$ cat src/hw/iprd_pkg.sv
// package: constants and types for the port read and irq mask executor
package iprd_pkg;
  localparam int IPRD_DATA_W = 16;
  localparam int IPRD_ADDR_W = 16;
  localparam int IPRD_PORT_W = 4;
  localparam int IPRD_DMA_W = 16;
  localparam logic IPRD_MASK_RST = 1'b0;
  localparam logic [15:0] IPRD_ADDR_RST = 16'h0000;
  localparam logic [15:0] IPRD_DATA_RST = 16'h0000;
  // operation codes presented on the start port
  localparam logic [1:0] IPRD_OP_NONE = 2'h0;
  localparam logic [1:0] IPRD_OP_PORT_READ = 2'h1;
  localparam logic [1:0] IPRD_OP_IRQ_DISABLE = 2'h2;
  localparam logic [1:0] IPRD_OP_IRQ_ENABLE = 2'h3;
  // bus sequencer states, one-hot
  typedef enum logic [3:0] {
    IPRD_IDLE = 4'h1,
    IPRD_ADDR = 4'h2,
    IPRD_BUS_STROBE_N = 4'h4,
    IPRD_WRB = 4'h8
  } iprd_state_t;
endpackage : iprd_pkg

$ cat src/hw/iprd_bus_if.sv
// interface: request and answer between the executor and its bus sequencer
`timescale 1ns/1ps
`default_nettype none
interface iprd_bus_if;
  import iprd_pkg::*;
  logic req; // one-cycle start of a port cycle
  logic [IPRD_PORT_W-1:0] port; // selected port
  logic done; // one-cycle end of the cycle
  logic [IPRD_DATA_W-1:0] rdata; // captured word
  modport ctl (output req, output port, input done, input rdata);
  modport seq (input req, input port, output done, output rdata);
endinterface : iprd_bus_if
`default_nettype wire

$ cat src/hw/iprd_bus_seq.sv
// module: external read cycle sequencer shared by i/o port reads
`timescale 1ns/1ps
`default_nettype none
module iprd_bus_seq
  import iprd_pkg::*;
(
  input wire logic clk,
  input wire logic rst_n,
  iprd_bus_if.seq bus,
  output logic [IPRD_ADDR_W-1:0] addr,
  output logic bus_strobe_n,
  output logic rd_wr_n,
  output logic io_space_select_n,
  input wire logic bus_ready,
  input wire logic [IPRD_DATA_W-1:0] data_in
);
  iprd_state_t state_ff, nxt_state; // sequencer state
  logic [IPRD_ADDR_W-1:0] addr_ff, nxt_addr; // held address
  logic [IPRD_DATA_W-1:0] rdata_ff, nxt_rdata; // captured word
  logic bus_strobe_n_ff, nxt_bus_strobe_n; // strobe, active low
  logic is_ff, nxt_is; // i/o select, active low
  logic done_ff, nxt_done; // completion pulse

  // port number on low lines, upper lines zero
  wire [IPRD_ADDR_W-1:0] port_addr = {{(IPRD_ADDR_W-IPRD_PORT_W){1'b0}}, bus.port}; // RL6 RL5
  wire sample = (state_ff == IPRD_BUS_STROBE_N) && bus_ready; // ready ends the strobe; waits stretch it

  // next state: same phases as an external data read
  always_comb begin
    nxt_state = state_ff;
    nxt_addr = addr_ff;
    nxt_rdata = rdata_ff;
    nxt_bus_strobe_n = bus_strobe_n_ff;
    nxt_is = is_ff;
    nxt_done = 1'b0;
    case (state_ff)
      IPRD_IDLE: begin
        if (bus.req) begin
          // address and select settle one cycle before strobe
          nxt_addr = port_addr; // RL5
          nxt_is = 1'b0; // RL2
          nxt_state = IPRD_ADDR;
        end
      end
      IPRD_ADDR: begin
        nxt_bus_strobe_n = 1'b0; // RL3
        nxt_state = IPRD_BUS_STROBE_N;
      end
      IPRD_BUS_STROBE_N: begin
        if (sample) begin
          nxt_rdata = data_in; // RL1
          nxt_bus_strobe_n = 1'b1;
          nxt_state = IPRD_WRB;
        end
      end
      IPRD_WRB: begin
        // select released after strobe rises
        nxt_is = 1'b1;
        nxt_addr = IPRD_ADDR_RST;
        nxt_done = 1'b1;
        nxt_state = IPRD_IDLE;
      end
      default: nxt_state = IPRD_IDLE;
    endcase
  end

  // state registers
  always_ff @(posedge clk) begin
    if (!rst_n) begin
      state_ff <= IPRD_IDLE;
      addr_ff <= IPRD_ADDR_RST;
      rdata_ff <= IPRD_DATA_RST;
      bus_strobe_n_ff <= 1'b1;
      is_ff <= 1'b1;
      done_ff <= 1'b0;
    end else begin
      state_ff <= nxt_state;
      addr_ff <= nxt_addr;
      rdata_ff <= nxt_rdata;
      bus_strobe_n_ff <= nxt_bus_strobe_n;
      is_ff <= nxt_is;
      done_ff <= nxt_done;
    end
  end

  assign addr = addr_ff;
  assign bus_strobe_n = bus_strobe_n_ff;
  assign rd_wr_n = 1'b1; // always a read cycle
  assign io_space_select_n = is_ff;
  assign bus.done = done_ff;
  assign bus.rdata = rdata_ff;
endmodule : iprd_bus_seq
`default_nettype wire

$ cat src/hw/iprd_exec.sv
// module: executor for the port read and irq disable operations
`timescale 1ns/1ps
`default_nettype none
// Functional notes
// RL1 - port read stores 16-bit word in memory
// RL2 - io select low during port read
// RL3 - handshake same as external data read
// RL4 - irq disable sets global mask flag
// RL5 - port number 0..15 presented on bus
// RL6 - port on low lines, upper lines zero
module iprd_exec
  import iprd_pkg::*;
(
  input wire logic clk,
  input wire logic rst_n,
  input wire logic op_valid,
  input wire logic [1:0] op_code,
  input wire logic [IPRD_PORT_W-1:0] port_number,
  input wire logic [IPRD_DMA_W-1:0] op_dma,
  output logic op_ready,
  output logic op_done,
  output logic [IPRD_ADDR_W-1:0] addr,
  output logic bus_strobe_n,
  output logic rd_wr_n,
  output logic io_space_select_n,
  input wire logic bus_ready,
  input wire logic [IPRD_DATA_W-1:0] data_in,
  output logic dmem_we,
  output logic [IPRD_DMA_W-1:0] dmem_addr,
  output logic [IPRD_DATA_W-1:0] dmem_wdata,
  output logic global_irq_mask_flag,
  input wire logic irq_req,
  output logic irq_take
);
  iprd_bus_if bus_i ();

  logic busy_ff, nxt_busy; // port read in flight
  logic [IPRD_DMA_W-1:0] dma_ff, nxt_dma; // destination address
  logic mask_ff, nxt_mask; // global mask
  logic we_ff, nxt_we; // memory write pulse
  logic [IPRD_DATA_W-1:0] wdata_ff, nxt_wdata; // memory write data
  logic done_ff, nxt_done; // completion pulse
  logic irq_take_ff, nxt_irq_take; // interrupt accepted

  // operation decode
  wire accept = op_valid && !busy_ff;
  wire start_rd = accept && (op_code == IPRD_OP_PORT_READ);
  wire do_irq_disable_op = accept && (op_code == IPRD_OP_IRQ_DISABLE);
  wire do_eint = accept && (op_code == IPRD_OP_IRQ_ENABLE);
  wire single = do_irq_disable_op || do_eint || (accept && (op_code == IPRD_OP_NONE));

  assign bus_i.req = start_rd;
  assign bus_i.port = port_number; // RL5

  iprd_bus_seq u_seq (
    .clk(clk),
    .rst_n(rst_n),
    .bus(bus_i),
    .addr(addr),
    .bus_strobe_n(bus_strobe_n),
    .rd_wr_n(rd_wr_n),
    .io_space_select_n(io_space_select_n),
    .bus_ready(bus_ready),
    .data_in(data_in)
  );

  // next values for control, mask and memory write
  always_comb begin
    nxt_busy = busy_ff;
    nxt_dma = dma_ff;
    nxt_mask = mask_ff;
    nxt_we = 1'b0;
    nxt_wdata = wdata_ff;
    nxt_done = 1'b0;
    // mask only gates maskable requests; none taken while set
    nxt_irq_take = irq_req && !mask_ff && !busy_ff; // RL4
    if (start_rd) begin
      nxt_busy = 1'b1;
      nxt_dma = op_dma;
    end
    if (do_irq_disable_op) begin
      nxt_mask = 1'b1; // RL4
    end else if (do_eint) begin
      nxt_mask = 1'b0;
    end
    if (single) begin
      nxt_done = 1'b1;
    end
    if (busy_ff && bus_i.done) begin
      // word arrives from sequencer, write to data memory
      nxt_we = 1'b1; // RL1
      nxt_wdata = bus_i.rdata; // RL1
      nxt_busy = 1'b0;
      nxt_done = 1'b1;
    end
  end

  // registers
  always_ff @(posedge clk) begin
    if (!rst_n) begin
      busy_ff <= 1'b0;
      dma_ff <= '0;
      mask_ff <= IPRD_MASK_RST;
      we_ff <= 1'b0;
      wdata_ff <= IPRD_DATA_RST;
      done_ff <= 1'b0;
      irq_take_ff <= 1'b0;
    end else begin
      busy_ff <= nxt_busy;
      dma_ff <= nxt_dma;
      mask_ff <= nxt_mask;
      we_ff <= nxt_we;
      wdata_ff <= nxt_wdata;
      done_ff <= nxt_done;
      irq_take_ff <= nxt_irq_take;
    end
  end

  assign op_ready = !busy_ff; // one operation at a time
  assign op_done = done_ff;
  assign dmem_we = we_ff;
  assign dmem_addr = dma_ff;
  assign dmem_wdata = wdata_ff;
  assign global_irq_mask_flag = mask_ff;
  assign irq_take = irq_take_ff;
endmodule : iprd_exec
`default_nettype wire

$ cat config.mk
export PLATFORM = sky130hd
export DESIGN_NAME = iprd_exec
export DESIGN_NICKNAME = d
export VERILOG_FILES = /design/src/hw/iprd_pkg.sv /design/src/hw/iprd_bus_if.sv /design/src/hw/iprd_bus_seq.sv /design/src/hw/iprd_exec.sv
export SDC_FILE = /design/constraint.sdc
export NUM_CORES = 1
export LEC_CHECK = 0
export BUFFER_PORTS_ARGS = -buffer_cell sky130_fd_sc_hd__buf_2
export CAP_MARGIN = 5
export CORE_MARGIN = 8
export CORE_UTILIZATION = 25
export DETAILED_ROUTE_END_ITERATION = 8
export PLACE_DENSITY = 0.45
export SYNTH_ARGS = -nofsm -noshare
export SYNTH_HDL_FRONTEND = slang
export SYNTH_SLANG_ARGS = --single-unit
$ cat constraint.sdc
create_clock -name clk -period 1.6 [get_ports clk]
set_input_delay 0.32 -clock clk [delete_from_list [all_inputs] [get_ports clk]]
set_output_delay 0.32 -clock clk [all_outputs]
set_load 0.03 [all_outputs]
==> out/qor.yml <==
synth-main-ff-cell: "dfxtp_1"
powerDensity_nw_per_um2: 1000
globalplace.congestion: 0.706
path_class: "reg2reg"
syn_avg_cell_area_um2: 9.46
drc: 0
grt_usage_pct: 10.1
finalHoldViolCount: 0
synth_area_um2: 2430
grt_antenna_before_repair: 0
place_hpwl_mm: 4.67
stdcell_area_um2: 3140
grt_setup_unrepaired: "no"
ys_ff_latch: 64
ys_seq_area_share_pct: 52.7
critPathCaptureType: "flip-flop"
yosys-top-cells-area: "dfxtp_1 (53%), nand2_1 (11%), mux2i_1 (8.2%)"
crit_path_start_kind: "flip-flop"
yosysTopAreaCell: "dfxtp_1"
status: "finished clean"
die_y_um: 115
crit_path_max_fanout: 7
cts_hold_buf: 0
place_area_um2: 2970
cts_sinks: 64
finalSetupViolCount: 0
drtAntennaViolNets: 0
fmax_ghz: 0.703
fin_setup_tns_ns: 0
cts_buffers: 9
synthCells: 257
num_vias: 1976
min_period_over_period_pct: 88.9
max_stage_delay_ns: 0.69
post_cts_buffers: 0
fin_skew_ns: 0.0130
power_mw: 3.15
crit_buf_inv: 0
cts_buffer_depth: 2
start_util_pct: 25.4
post_drt_wl_per_cell_um: 13.3
synth_edf_count: 0
clk_pin_slew_ns: 0.08
ios: 99
p_leak_nw: 1.40
critical_path.cell_chain: "or4b_1 > nand3_1 > mux2i_1"
layout_min_cycle_time_ns: 1.42
cts_root_buf: "clkbuf_8"
drt_iter0_markers: 64
first_pass_iters: 4
finalNetCount: 389
worstHoldStart: "op_dma[12]"
postCtsResizedCells: 0
io_buffers: 85
hold_class: "in2reg"
grt_overflow: 0
ys_warn_count: 0
areaGrowthSynthToFinish_pct: 29.1
synth.top_cell.area_share_pct: 52.7
drv_slew: 0
coreArea_um2: 9590
cp_data_arrival_time_ns: 1.64
required_ns: 1.81
async_reset_ff_share_pct: 0
num_antenna_cells: 0
grt_pass1_wl_mm: 10.3
insertion_delay_ns: 0.34
via_per_inst: 4.08
cts_tree: "yes"
timing.rr.start: "u_seq.state_ff[0]"
rows: 36
synthDistinctLibCells: 36
die_w_um: 115
crit_family: "simple AND/OR/NAND/NOR gates"
routed_wirelength_mm: 6.42
maxCapViolations: 0
drive_above_1_share_pct: 33.3
cp_slowest_cell: "or4b_1"
grt_pass1_vias: 2075
die_area_um2: 13100
cts-htree-levels: 3
critical_path.startpoint: "u_seq.state_ff[0]"
ir_drop_mv: 0.394
grt_max_degree: 37
[metal layers]
layer	GRT usage, %	routed length (um)	share of wire, %
met5	0	0	0
met4	4.79	107	1.7
met3	3.53	536	8.3
met2	15.5	2700	42
met1	12.3	3080	48
[path summary, 6_finish.rpt]
check	cells past startpoint	end	slack, ns
setup / recovery	3	u_seq.addr[3]	0.18
hold / removal	3	dmem_addr[12]	0.21
setup reg to reg	3	u_seq.addr[3]	0.18
hold reg to reg	2	dmem_addr[15]	0.45
[flip-flops by register name (all words and copies together) (netlist names)]
register	cells
irq_take	1
dmem_wdata	16
u_seq.bus.rdata	16
u_seq.bus_strobe_n	1
busy_ff	1
global_irq_mask_flag	1
u_seq.io_space_select_n	1
u_seq.addr	4
dmem_addr	16
u_seq.state_ff	4
op_done	1
u_seq.bus.done	1
dmem_we	1
[cells in the mapped netlist (2+ instances only)]
cell	number
clkbuf_1	4
conb_1	2
nand3_1	5
o21ai_0	2
nor3_1	2
inv_1	4
mux2i_1	20
dfxtp_1	64
a22o_1	16
nand2_1	72
a21oi_1	19
buf_2	6
buf_4	16
nand4_1	2
nor2_1	2
[cell type report]
cell class              instances  area, um2
multi-input cells             170        982
clock buffers                   9        124
well taps                     133        166
inverters                       5       18.8
clock inverters                 7       47.5
fillers                      1050       6450
repair buffers                 96        520
flip-flops and latches         64       1280
[report_power, final]
group | internal [mW] | switching, mW | leakage [nW] | total [mW]
clock network | 0.561 | 0.659 | 0.0854 | 1.22
registers | 1.62 | 0.0146 | 0.518 | 1.63
logic | 0.0968 | 0.196 | 0.796 | 0.293
total | 2.28 | 0.870 | 1.40 | 3.15
[through the flow]
stage                     setup slack, ns  hold slack, ns  std cells  utilization (%)
after floorplan                     0.338           0.430        268                -
after global placement              0.188           0.438        468             30.9
after detailed placement            0.164           0.445        468             30.9
after CTS                           0.172           0.191        484             32.7
after global routing                0.107           0.203        484             32.7
final                               0.177           0.213        484             32.7
[placed cells by master (no fill, tap or decap), types with 5 or more instances in the layout]
| cell type | synthesis | routed |
|---|---|---|
| buf_2 | 6 | 85 |
| nand2_1 | 72 | 72 |
| dfxtp_1 | 64 | 64 |
| mux2i_1 | 20 | 20 |
| a21oi_1 | 19 | 19 |
| a22o_1 | 16 | 16 |
| conb_1 | 2 | 13 |
| buf_4 | 16 | 10 |
| clkbuf_8 | 0 | 9 |
| nand3_1 | 5 | 5 |
[logic make-up (layout without fill, tap and decap cells)]
group	after synthesis	count (layout)	share of synthesized area [%]
simple gates	94	94	17.6
compound gates	43	43	12.2
flops	64	64	52.7
other cells	2	13	0.309
buf+inv	34	117	9.00
mux	20	20	8.23
[worst reg2reg max path, stage by stage, from the launching register on]
cell     delay, ns
dfxtp_1       0.39
or4b_1        0.69
nand3_1       0.15
mux2i_1       0.07
No activity file was read; power rests on OpenSTA's default activity.
